===== config.mk =====
export PLATFORM = sky130hd
export DESIGN_NAME = pjg_port
export DESIGN_NICKNAME = d
export VERILOG_FILES = /design/src/pjg_pkg.sv /design/src/pjg_sync.sv /design/src/pjg_pin_flag.sv /design/src/pjg_port.sv
export VERILOG_INCLUDE_DIRS = /design/src
export SDC_FILE = /design/constraint.sdc
export NUM_CORES = 1
export LEC_CHECK = 0
export ABC_AREA = 1
export BUFFER_PORTS_ARGS = -buffer_cell sky130_fd_sc_hd__buf_2
export CAP_MARGIN = 20
export CORE_UTILIZATION = 40
export DETAILED_ROUTE_END_ITERATION = 16
export MAX_ROUTING_LAYER = met4
export PLACE_DENSITY_LB_ADDON = 0.2
export SLEW_MARGIN = 20
export SYNTH_ARGS = -nofsm -noshare
export SYNTH_HDL_FRONTEND = slang
export SYNTH_SLANG_ARGS = --single-unit

===== constraint.sdc =====
create_clock -name CLK -period 1 [get_ports CLK]
set_clock_uncertainty 0.05 [all_clocks]
set_input_delay 0.1 -clock CLK [delete_from_list [all_inputs] [get_ports CLK]]
set_output_delay 0.1 -clock CLK [all_outputs]
set_load 0.01 [all_outputs]

===== src/pjg_params.svh =====
// Purpose: Offsets, field positions and reset values of the port J block
// Assumes: Included by bare name from the design files
// Notes:   Definitions only
`ifndef PJG_PARAMS_SVH
`define PJG_PARAMS_SVH

// Register offsets on the plain register port
`define PJG_OFS_DATA   8'h28
`define PJG_OFS_LEVELS 8'h29
`define PJG_OFS_DIR    8'h2A
`define PJG_OFS_DRIVE  8'h2B
`define PJG_OFS_PULL   8'h2C
`define PJG_OFS_POL    8'h2D
`define PJG_OFS_IEN    8'h2E
`define PJG_OFS_IFLAG  8'h2F

// Pins that exist: bits 7, 6, 1 and 0
`define PJG_IMPL_MASK  8'hC3

// Reset values
`define PJG_RST_DATA   8'h00
`define PJG_RST_DIR    8'h00
`define PJG_RST_DRIVE  8'h00
`define PJG_RST_PULL   8'hC3
`define PJG_RST_POL    8'h00
`define PJG_RST_IEN    8'h00
`define PJG_RST_ZERO   8'h00
`define PJG_SYNC_RST   1'b1

// Shared pin positions
`define PJG_BIT_HI     7
`define PJG_BIT_LO     6

// Synchroniser depth in bus cycles
`define PJG_SYNC_CYCLES 2

`endif


===== src/pjg_pkg.sv =====
// Purpose: Types shared by the port J block
// Assumes: Nothing
// Notes:   Constants live in pjg_params.svh
package pjg_pkg;
  typedef logic [7:0] pjg_byte_t;
  typedef logic [7:0] pjg_addr_t;
  // Owner of a shared pin, highest priority last
  typedef enum logic [1:0] {
    PJG_OWN_GPIO,
    PJG_OWN_I2C,
    PJG_OWN_CAN
  } pjg_owner_e;
endpackage


===== src/pjg_sync.sv =====
// Purpose: Two flip-flop synchroniser for a vector of pin levels
// Assumes: Inputs asynchronous to clk
// Notes:   First stage is read only by the second stage
`timescale 1ns/1ns
`default_nettype none
`include "pjg_params.svh"
module pjg_sync #(
  parameter int W = 8
) (
  input  wire logic         clk,
  input  wire logic         srst,
  input  wire logic [W-1:0] d,
  output logic      [W-1:0] q
);
  logic [W-1:0] stage1;

  // Two stages, reset to the pulled-up level
  always_ff @(posedge clk) begin
    if (srst) begin
      stage1 <= {W{`PJG_SYNC_RST}};
      q      <= {W{`PJG_SYNC_RST}};
    end else begin
      stage1 <= d;
      q      <= stage1;
    end
  end
endmodule
`default_nettype wire


===== src/pjg_pin_flag.sv =====
// Purpose: Edge detector and sticky flag for one pin
// Assumes: level already synchronised to clk
// Notes:   A set in the same cycle as a clear wins
`timescale 1ns/1ns
`default_nettype none
module pjg_pin_flag (
  input  wire logic clk,
  input  wire logic srst,
  input  wire logic level,
  input  wire logic rising_sel,
  input  wire logic clear,
  output logic      flag
);
  logic prev;
  logic active_edge;

  // Edge chosen by polarity: 1 rising, 0 falling
  assign active_edge = rising_sel ? (level & ~prev) : (~level & prev);

  // Previous level, reset high like the synchroniser
  always_ff @(posedge clk) begin
    if (srst) begin
      prev <= 1'b1;
    end else begin
      prev <= level;
    end
  end

  // Sticky flag, written one clears it
  always_ff @(posedge clk) begin
    if (srst) begin
      flag <= 1'b0;
    end else begin
      flag <= active_edge | (flag & ~clear);
    end
  end
endmodule
`default_nettype wire


===== src/pjg_port.sv =====
// Purpose: Port J pin logic with CAN and I2C sharing and edge flags
// Assumes: One 10 MHz bus clock, synchronous active high reset
// Notes:   Pin pad controls are registered; pins sampled by two flops
`timescale 1ns/1ns
`default_nettype none
`include "pjg_params.svh"
module pjg_port (
  input  wire logic              CLK,
  input  wire logic              SRST,
  input  wire pjg_pkg::pjg_addr_t ADDR,
  input  wire pjg_pkg::pjg_byte_t WDATA,
  input  wire logic              WR_STROBE,
  input  wire logic              RD_STROBE,
  output pjg_pkg::pjg_byte_t     RDATA,
  input  wire pjg_pkg::pjg_byte_t PIN_IN,
  output pjg_pkg::pjg_byte_t     PIN_OUT,
  output pjg_pkg::pjg_byte_t     PIN_OE,
  output pjg_pkg::pjg_byte_t     PIN_REDUCED,
  output pjg_pkg::pjg_byte_t     PIN_PULL_UP,
  output pjg_pkg::pjg_byte_t     PIN_PULL_DOWN,
  input  wire logic              CAN_ENABLE,
  input  wire logic              CAN_TX,
  output logic                   CAN_RX,
  input  wire logic              I2C_ENABLE,
  input  wire logic              I2C_SCL_OUT,
  input  wire logic              I2C_SDA_OUT,
  output logic                   I2C_SCL_IN,
  output logic                   I2C_SDA_IN,
  output logic                   IRQ_REQ
);
  import pjg_pkg::*;

  localparam pjg_byte_t IMPL = `PJG_IMPL_MASK;

  pjg_byte_t  port_output_data;
  pjg_byte_t  port_direction;
  pjg_byte_t  port_drive_strength;
  pjg_byte_t  port_pull_enable;
  pjg_byte_t  port_polarity_select;
  pjg_byte_t  port_irq_enable;
  pjg_byte_t  port_irq_flags;
  pjg_byte_t  port_pin_levels;
  pjg_byte_t  flag_clear;
  pjg_byte_t  read_mux;
  pjg_byte_t  next_out;
  pjg_byte_t  next_oe;
  pjg_byte_t  next_reduced;
  pjg_byte_t  next_pull_up;
  pjg_byte_t  next_pull_down;
  pjg_owner_e shared_owner;
  logic       wr_data;
  logic       wr_dir;
  logic       wr_drive;
  logic       wr_pull;
  logic       wr_pol;
  logic       wr_ien;
  logic       wr_iflag;

  // Write decode; the pin level register has no write path
  assign wr_data  = WR_STROBE && (ADDR == `PJG_OFS_DATA);
  assign wr_dir   = WR_STROBE && (ADDR == `PJG_OFS_DIR);
  assign wr_drive = WR_STROBE && (ADDR == `PJG_OFS_DRIVE);
  assign wr_pull  = WR_STROBE && (ADDR == `PJG_OFS_PULL);
  assign wr_pol   = WR_STROBE && (ADDR == `PJG_OFS_POL);
  assign wr_ien   = WR_STROBE && (ADDR == `PJG_OFS_IEN);
  assign wr_iflag = WR_STROBE && (ADDR == `PJG_OFS_IFLAG);

  // Pin levels pass two flops before any use
  pjg_sync #(
    .W (8)
  ) u_sync (
    .clk  (CLK),
    .srst (SRST),
    .d    (PIN_IN),
    .q    (port_pin_levels)
  );

  // Output data register
  always_ff @(posedge CLK) begin
    if (SRST) begin
      port_output_data <= `PJG_RST_DATA;
    end else if (wr_data) begin
      port_output_data <= WDATA & IMPL;
    end
  end

  // Direction register, written only by software
  always_ff @(posedge CLK) begin
    if (SRST) begin
      port_direction <= `PJG_RST_DIR;
    end else if (wr_dir) begin
      port_direction <= WDATA & IMPL;
    end
  end

  // Reduced drive register
  always_ff @(posedge CLK) begin
    if (SRST) begin
      port_drive_strength <= `PJG_RST_DRIVE;
    end else if (wr_drive) begin
      port_drive_strength <= WDATA & IMPL;
    end
  end

  // Pull enable register, pull-ups on out of reset
  always_ff @(posedge CLK) begin
    if (SRST) begin
      port_pull_enable <= `PJG_RST_PULL;
    end else if (wr_pull) begin
      port_pull_enable <= WDATA & IMPL;
    end
  end

  // Polarity register: 0 falling and pull-up, 1 rising and pull-down
  always_ff @(posedge CLK) begin
    if (SRST) begin
      port_polarity_select <= `PJG_RST_POL;
    end else if (wr_pol) begin
      port_polarity_select <= WDATA & IMPL;
    end
  end

  // Interrupt enable register
  always_ff @(posedge CLK) begin
    if (SRST) begin
      port_irq_enable <= `PJG_RST_IEN;
    end else if (wr_ien) begin
      port_irq_enable <= WDATA & IMPL;
    end
  end

  // Clear strobes, one per flag bit written as one
  assign flag_clear = wr_iflag ? WDATA : `PJG_RST_ZERO;

  // One flag cell per existing pin; absent pins read zero
  for (genvar i = 0; i < 8; i++) begin : g_flag
    if (IMPL[i]) begin : g_pin
      pjg_pin_flag u_flag (
        .clk        (CLK),
        .srst       (SRST),
        .level      (port_pin_levels[i]),
        .rising_sel (port_polarity_select[i]),
        .clear      (flag_clear[i]),
        .flag       (port_irq_flags[i])
      );
    end else begin : g_none
      assign port_irq_flags[i] = 1'b0;
    end
  end

  // Owner of the two shared pins by fixed priority
  always_comb begin
    if (CAN_ENABLE) begin
      shared_owner = PJG_OWN_CAN;
    end else if (I2C_ENABLE) begin
      shared_owner = PJG_OWN_I2C;
    end else begin
      shared_owner = PJG_OWN_GPIO;
    end
  end

  // Pad controls per pin from its owner
  always_comb begin
    next_out       = '0;
    next_oe        = '0;
    next_pull_up   = '0;
    next_pull_down = '0;
    for (int i = 0; i < 8; i++) begin
      if (IMPL[i] && (i >= `PJG_BIT_LO)) begin
        case (shared_owner)
          PJG_OWN_CAN: begin
            if (i == `PJG_BIT_HI) begin
              next_out[i] = CAN_TX;
              next_oe[i]  = 1'b1;
            end else begin
              next_pull_up[i] = port_pull_enable[i] &
                                ~port_polarity_select[i];
              next_pull_down[i] = port_pull_enable[i] &
                                  port_polarity_select[i];
            end
          end
          PJG_OWN_I2C: begin
            // Drive low only; high comes from the pull
            next_oe[i] = (i == `PJG_BIT_HI) ? ~I2C_SCL_OUT
                                            : ~I2C_SDA_OUT;
            next_pull_up[i] = port_pull_enable[i] &
                              ~port_polarity_select[i];
          end
          default: begin
            next_out[i] = port_output_data[i];
            next_oe[i]  = port_direction[i];
            next_pull_up[i] = port_pull_enable[i] & ~port_direction[i] &
                              ~port_polarity_select[i];
            next_pull_down[i] = port_pull_enable[i] & ~port_direction[i] &
                                port_polarity_select[i];
          end
        endcase
      end else if (IMPL[i]) begin
        next_out[i] = port_output_data[i];
        next_oe[i]  = port_direction[i];
        next_pull_up[i] = port_pull_enable[i] & ~port_direction[i] &
                          ~port_polarity_select[i];
        next_pull_down[i] = port_pull_enable[i] & ~port_direction[i] &
                            port_polarity_select[i];
      end
    end
  end

  // Reduced drive only where the pin is driven
  assign next_reduced = port_drive_strength & next_oe;

  // Registered pad controls; reset leaves inputs with pull-ups
  always_ff @(posedge CLK) begin
    if (SRST) begin
      PIN_OUT       <= `PJG_RST_ZERO;
      PIN_OE        <= `PJG_RST_ZERO;
      PIN_REDUCED   <= `PJG_RST_ZERO;
      PIN_PULL_UP   <= `PJG_RST_PULL;
      PIN_PULL_DOWN <= `PJG_RST_ZERO;
    end else begin
      PIN_OUT       <= next_out;
      PIN_OE        <= next_oe;
      PIN_REDUCED   <= next_reduced;
      PIN_PULL_UP   <= next_pull_up;
      PIN_PULL_DOWN <= next_pull_down;
    end
  end

  // Pin levels handed to the peripherals
  always_ff @(posedge CLK) begin
    if (SRST) begin
      CAN_RX     <= `PJG_SYNC_RST;
      I2C_SCL_IN <= `PJG_SYNC_RST;
      I2C_SDA_IN <= `PJG_SYNC_RST;
    end else begin
      CAN_RX     <= port_pin_levels[`PJG_BIT_LO];
      I2C_SCL_IN <= port_pin_levels[`PJG_BIT_HI];
      I2C_SDA_IN <= port_pin_levels[`PJG_BIT_LO];
    end
  end

  // Request while any enabled flag is set
  always_ff @(posedge CLK) begin
    if (SRST) begin
      IRQ_REQ <= 1'b0;
    end else begin
      IRQ_REQ <= |(port_irq_flags & port_irq_enable);
    end
  end

  // Read select; unmapped offsets read zero
  always_comb begin
    case (ADDR)
      `PJG_OFS_DATA:   read_mux = (port_direction & port_output_data) |
                                  (~port_direction & port_pin_levels &
                                   IMPL);
      `PJG_OFS_LEVELS: read_mux = port_pin_levels & IMPL;
      `PJG_OFS_DIR:    read_mux = port_direction;
      `PJG_OFS_DRIVE:  read_mux = port_drive_strength;
      `PJG_OFS_PULL:   read_mux = port_pull_enable;
      `PJG_OFS_POL:    read_mux = port_polarity_select;
      `PJG_OFS_IEN:    read_mux = port_irq_enable;
      `PJG_OFS_IFLAG:  read_mux = port_irq_flags;
      default:         read_mux = `PJG_RST_ZERO;
    endcase
  end

  // Read data valid only in the cycle after the strobe
  always_ff @(posedge CLK) begin
    if (SRST) begin
      RDATA <= `PJG_RST_ZERO;
    end else if (RD_STROBE) begin
      RDATA <= read_mux;
    end else begin
      RDATA <= `PJG_RST_ZERO;
    end
  end
endmodule
`default_nettype wire


# Word level (Yosys, flattened, before mapping)
# Cells that the tools add are included.
[classes] bitwise_logic=60 n_reduce_logical=11 mux=14 n_eq_ne=10
[op_table] operator="== test 8 x 6 -> 1 bit (second input constant)" count=8
[op_table] operator="one-hot mux 8 bit (8 select lines)" count=1
[op_table] operator="AND 8 bit" count=4
[op_table] operator="AND 1 bit" count=27
[op_table] operator="inverter 1 bit" count=23
[op_table] operator="one-hot mux 1 bit (2 select lines)" count=5
[op_table] operator="2-to-1 mux 8 bit" count=1
[op_table] operator="inverter 8 bit" count=1
[op_table] operator="OR 8 bit" count=1
[op_table] operator="OR reduction 8 bit" count=1
[op_table] operator="logical AND 1 bit" count=7
[op_table] operator="2-to-1 mux 1 bit" count=6
[op_table] operator="OR 1 bit" count=4
[op_table] operator="OR reduction 2 bit" count=2
[op_table] operator="OR reduction 3 bit" count=1
[op_table] operator="== test 2 x 1 -> 1 bit (second input constant)" count=1
[op_table] operator="== test 2 bit (second input constant)" count=1
[op_table] operator="2-to-1 mux 2 bit" count=1
[word_totals] output_inout_bits=52 ff_bits=97

# Longest topological paths before layout
[logic_depth] depth_word=6 depth_mapped=9

# Cells and area by module
# Synthesis repeated with hierarchy kept, for this count alone.
[unflattened] hier_cells=412 hier_area_um2=3106.7
[by_module_without_submodules] module="pjg_port" area_each_um2=2296.0 cells_per_inst=306 instances=1
[by_module_without_submodules] module="pjg_sync" area_each_um2=455.4 cells_per_inst=50 instances=1
[by_module_without_submodules] module="pjg_pin_flag" area_each_um2=88.8 cells_per_inst=14 instances=4

# Worst setup path before layout
# Ideal clock, no wire load.
[synth_timing] path_type="input to register" start="input ADDR[4]" end="register g_flag[0].g_pin.u_flag.flag" arrival_ps=895 n_path_buf=1 path_slack_ps=-77 cell_stages=9 cell_sequence="inv_1 > nand2_1 > nor2_4 > buf_4 > nand2_1 > nor2_2 > nand2_1 > nand2_1 > a21oi_1"
[synth_between] elab_chain_cells=6
[synth_rtl] item="start: declaration" line="pjg_port.sv:10" source="input wire pjg_pkg::pjg_addr_t ADDR,"
[synth_rtl] item="== test 8 x 6 -> 1 bit"
[synth_rtl] item="logical AND 1 bit" line="pjg_port.sv:66" source="assign wr_iflag = WR_STROBE && (ADDR == `PJG_OFS_IFLAG);"
[synth_rtl] item="2-to-1 mux 8 bit (no line)"
[synth_rtl] item="inverter 1 bit" line="pjg_pin_flag.sv:34" source="flag <= active_edge | (flag & ~clear);"
[synth_rtl] item="AND 1 bit" line="pjg_pin_flag.sv:34"
[synth_rtl] item="OR 1 bit" line="pjg_pin_flag.sv:34"
[synth_rtl] item="end signal: assignment" line="pjg_pin_flag.sv:34"
[synth_rtl] item="end: declaration" line="pjg_pin_flag.sv:12" source="output logic flag"
# No other way between the ends.
# A chain may end at the register's enable or synchronous reset.

==> summary.md <==
| Metric | Value |
|---|---|
| Status | finished clean |
| Hold Fails Final Rpt | 0 |
| Worst path top cell family by delay | flip-flops |
| Final Power | around 5.4 mW |
| Max Freq | 1.023 GHz |
| ANT nets after route | 0 |
| Leakage | 1.614 nW |
| Core area | 6756 um2 |
| # IOs | between 80 and 90 |
| Share of layout cells above drive strength 1 | 33.85% |
| Switch Pwr | 1.292 mW |
| Fin crit share | between 90% and 100% |
| Root buf cell | clkbuf_8 |
| Worst Path Arrival | between 800 and 900 ps |
| CP Capture Type | primary output |
| Sequential-to-total area share from yosys stat | a little under half |
| WL/cell | roughly 13 um |
| Vias in the first global route | ~2200 |
| Crit path max-delay cell type | dfxtp_2 |
| Synth area leader | dfxtp_1 |
| Combinational Power Share | under 10% |
| All-layer global routing usage | around 20% |
| DR vias | about 2500 |
| Final net count | between 400 and 500 |
| DP HPWL | about 4.9 mm |
| Area Overhead vs Synth | 29.56% |
| Commonest cells in the synthesized netlist | dfxtp_1 (65), nand2_1 (58), nand3_1 (40), inv_1 (39), o21ai_0 (34) |
| Startpoint types | flop |
| Final antenna diode count | 0 |
| Top FF cell, synth | dfxtp_1 |
| Most common cell in the netlist | dfxtp_1 |
| Num CTS Buffers | 9 |
| Number of H-tree levels | 3 |
| Worst EP required | 850 ps |
| Total grt overflow | 0 |
| Clock Sink Count | 65 |
| Top cell type's share of synthesized area | 46.66% |
| Internal Dissipation | between 4 and 5 mW |
| Post-Place Cells | slightly above 500 |
| Initial Util | approximately 41% |
| Maxcap violations | 0 |
| Row count | 30 |
| Final max-slew violation count | 0 |
| Hold slack final | around 42 ps |
| Share of power burned in registers | between 40% and 50% |
| Net switching fraction of the power | a little under a quarter |
| Hold crit path type | in -> reg |
| Netlist cell types | 25 |
| DIE WIDTH | between 80 and 90 um |
| Top post-synthesis cells by area | dfxtp_1 (47%), nand2_1 (7.8%), nand3_1 (7.2%) |
| Post-Layout Cell Count | 532 |
| Tmin final | 977.9 ps |
| Setup TNS Final | 0 ps |
| Synthesis-stage register bit count | between 60 and 70 |
| Clk pwr share | approximately 43% |
| Crit-path max cell delay | 360 ps |
| Setup violators final | 0 |
| Worst-path clk slew | about 70 ps |
| Initial DRC Count | approximately 130 |
| Die area | 7310 um2 |
| # DRC | 0 |
| Via density per instance | 4.771 |
| Skew-Pair Late Insertion Delay | about 340 ps |
| CP Class | reg -> out |
| Largest net degree at the start of global routing | 25 |
| Port Buf Inserts | 52 |
| Critical path cell sequence | buf_2 |
| Final Wtd Congestion | between 0.8 and 0.9 |
| Cell count after synthesis | 361 |
| Synth Warn # | 0 |
| Post-synth EDFFs | 0 |
| Longest Clk Path Bufs | 2 |
| Pre-antenna DRT Iters | 4 |
| Pwr/cell area | about 1500 nW/um2 |
| Chip Height | about 86 um |
| Antenna violations before repair | 0 |
| CP bufs+invs | 1 |
| Worst VDD drop | 1.210 mV |
| RSZ-0062 raised after global routing | yes |
| Crit Path Max Fanout | 4 |
| CTS tree | built |
| Post-Syn Area | between 2000 and 3000 um2 |
| Final Routed Wirelength | just under 7 mm |
| Fin util | between 50% and 60% |
| Synth Area per Inst | 7.726 um2 |
| First-pass GRT wire length | 11.02 mm |
| Asr flop ratio synth | 0% |
[layer usage]
layer	global-route usage, %	wire [um]	vias up
met1	26.32	3258	1161
met5	-	0	-
met2	31.71	3221	72
met4	6.818	96	0
li1	-	-	1297
met3	5.582	386	8
[cells by family after synthesis]
logic type / Yosys count / share of synthesized area, %
buffers and inverters: 76 / 13.95
flip-flops: 65 / 46.66
AO/OA/AOI/OAI: 67 / 12.34
other: 1 / 0.1345
AND/OR/NAND/NOR: 152 / 26.92
[what timing repair did]
action                     CTS  global route
hold endpoints to repair     6             0
pin swaps                    0             6
gates resized for setup      7            30
hold buffers                 6             0
setup buffers                0             2
setup endpoints to repair    7            14
[final cells by class]
type,count,area [um2]
clock buffer,12,165.2
clock inverter,4,50.05
fill,636,3143
inverter,41,155.1
multi-input combinational,243,1261
sequential,65,1319
tap,80,100.1
timing repair buffer,87,563.0
[stage by stage]
step | worst slack, ps | area (um2)
floorplan | -15.43 | 2903
global placement | -194.1 | 3249
detailed placement | -207.0 | 3249
CTS | -12.73 | 3535
global route | -36.86 | 3613
finish | 22.06 | 3613
[layout by cell type (no fill, tap or decap)]
master / instances
inv_2: 6
buf_2: 52
dfxtp_4: 1
dfxtp_1: 53
buf_4: 27
nand2_2: 2
clkinvlp_4: 2
nor4_1: 3
nand2_4: 1
a41oi_1: 1
nor3_1: 5
dlygate4sd3_1: 6
dfxtp_2: 11
a21oi_1: 27
or2_2: 8
o21ai_0: 28
o21ai_1: 2
bufinv_16: 1
nor3_2: 3
nor2_2: 7
nand3_4: 5
nand4_1: 1
nand3_2: 2
nand3_1: 39
a21oi_2: 3
conb_1: 24
clkbuf_8: 12
nand2_1: 55
buf_12: 2
o21ai_2: 4
inv_1: 34
clkinv_2: 2
o211ai_1: 1
nor2_4: 2
nor2_1: 19
o31ai_1: 1
[power by group through the flow]
stage | clock network, mW | logic (mW) | registers, mW
final | 2.36 | 0.428 | 2.65
after global routing | 2.55 | 0.470 | 2.65
after CTS | 2.41 | 0.413 | 2.65
after detailed placement | 0 | 0.392 | 2.71
after global placement | 0 | 0.386 | 2.70
after floorplan | 0 | 0.273 | 2.71
[final timing paths]
check	slack [ps]	end	from	depth (start not counted)
setup / recovery	20	CAN_RX	I2C_SDA_IN	1
hold / removal	40	port_pull_enable[0]	WDATA[0]	3
setup reg to reg	20	RDATA[7]	port_direction[7]	5
hold reg to reg	360	u_sync.q[6]	u_sync.stage1[6]	1
Power figures use the tool's default switching activity.
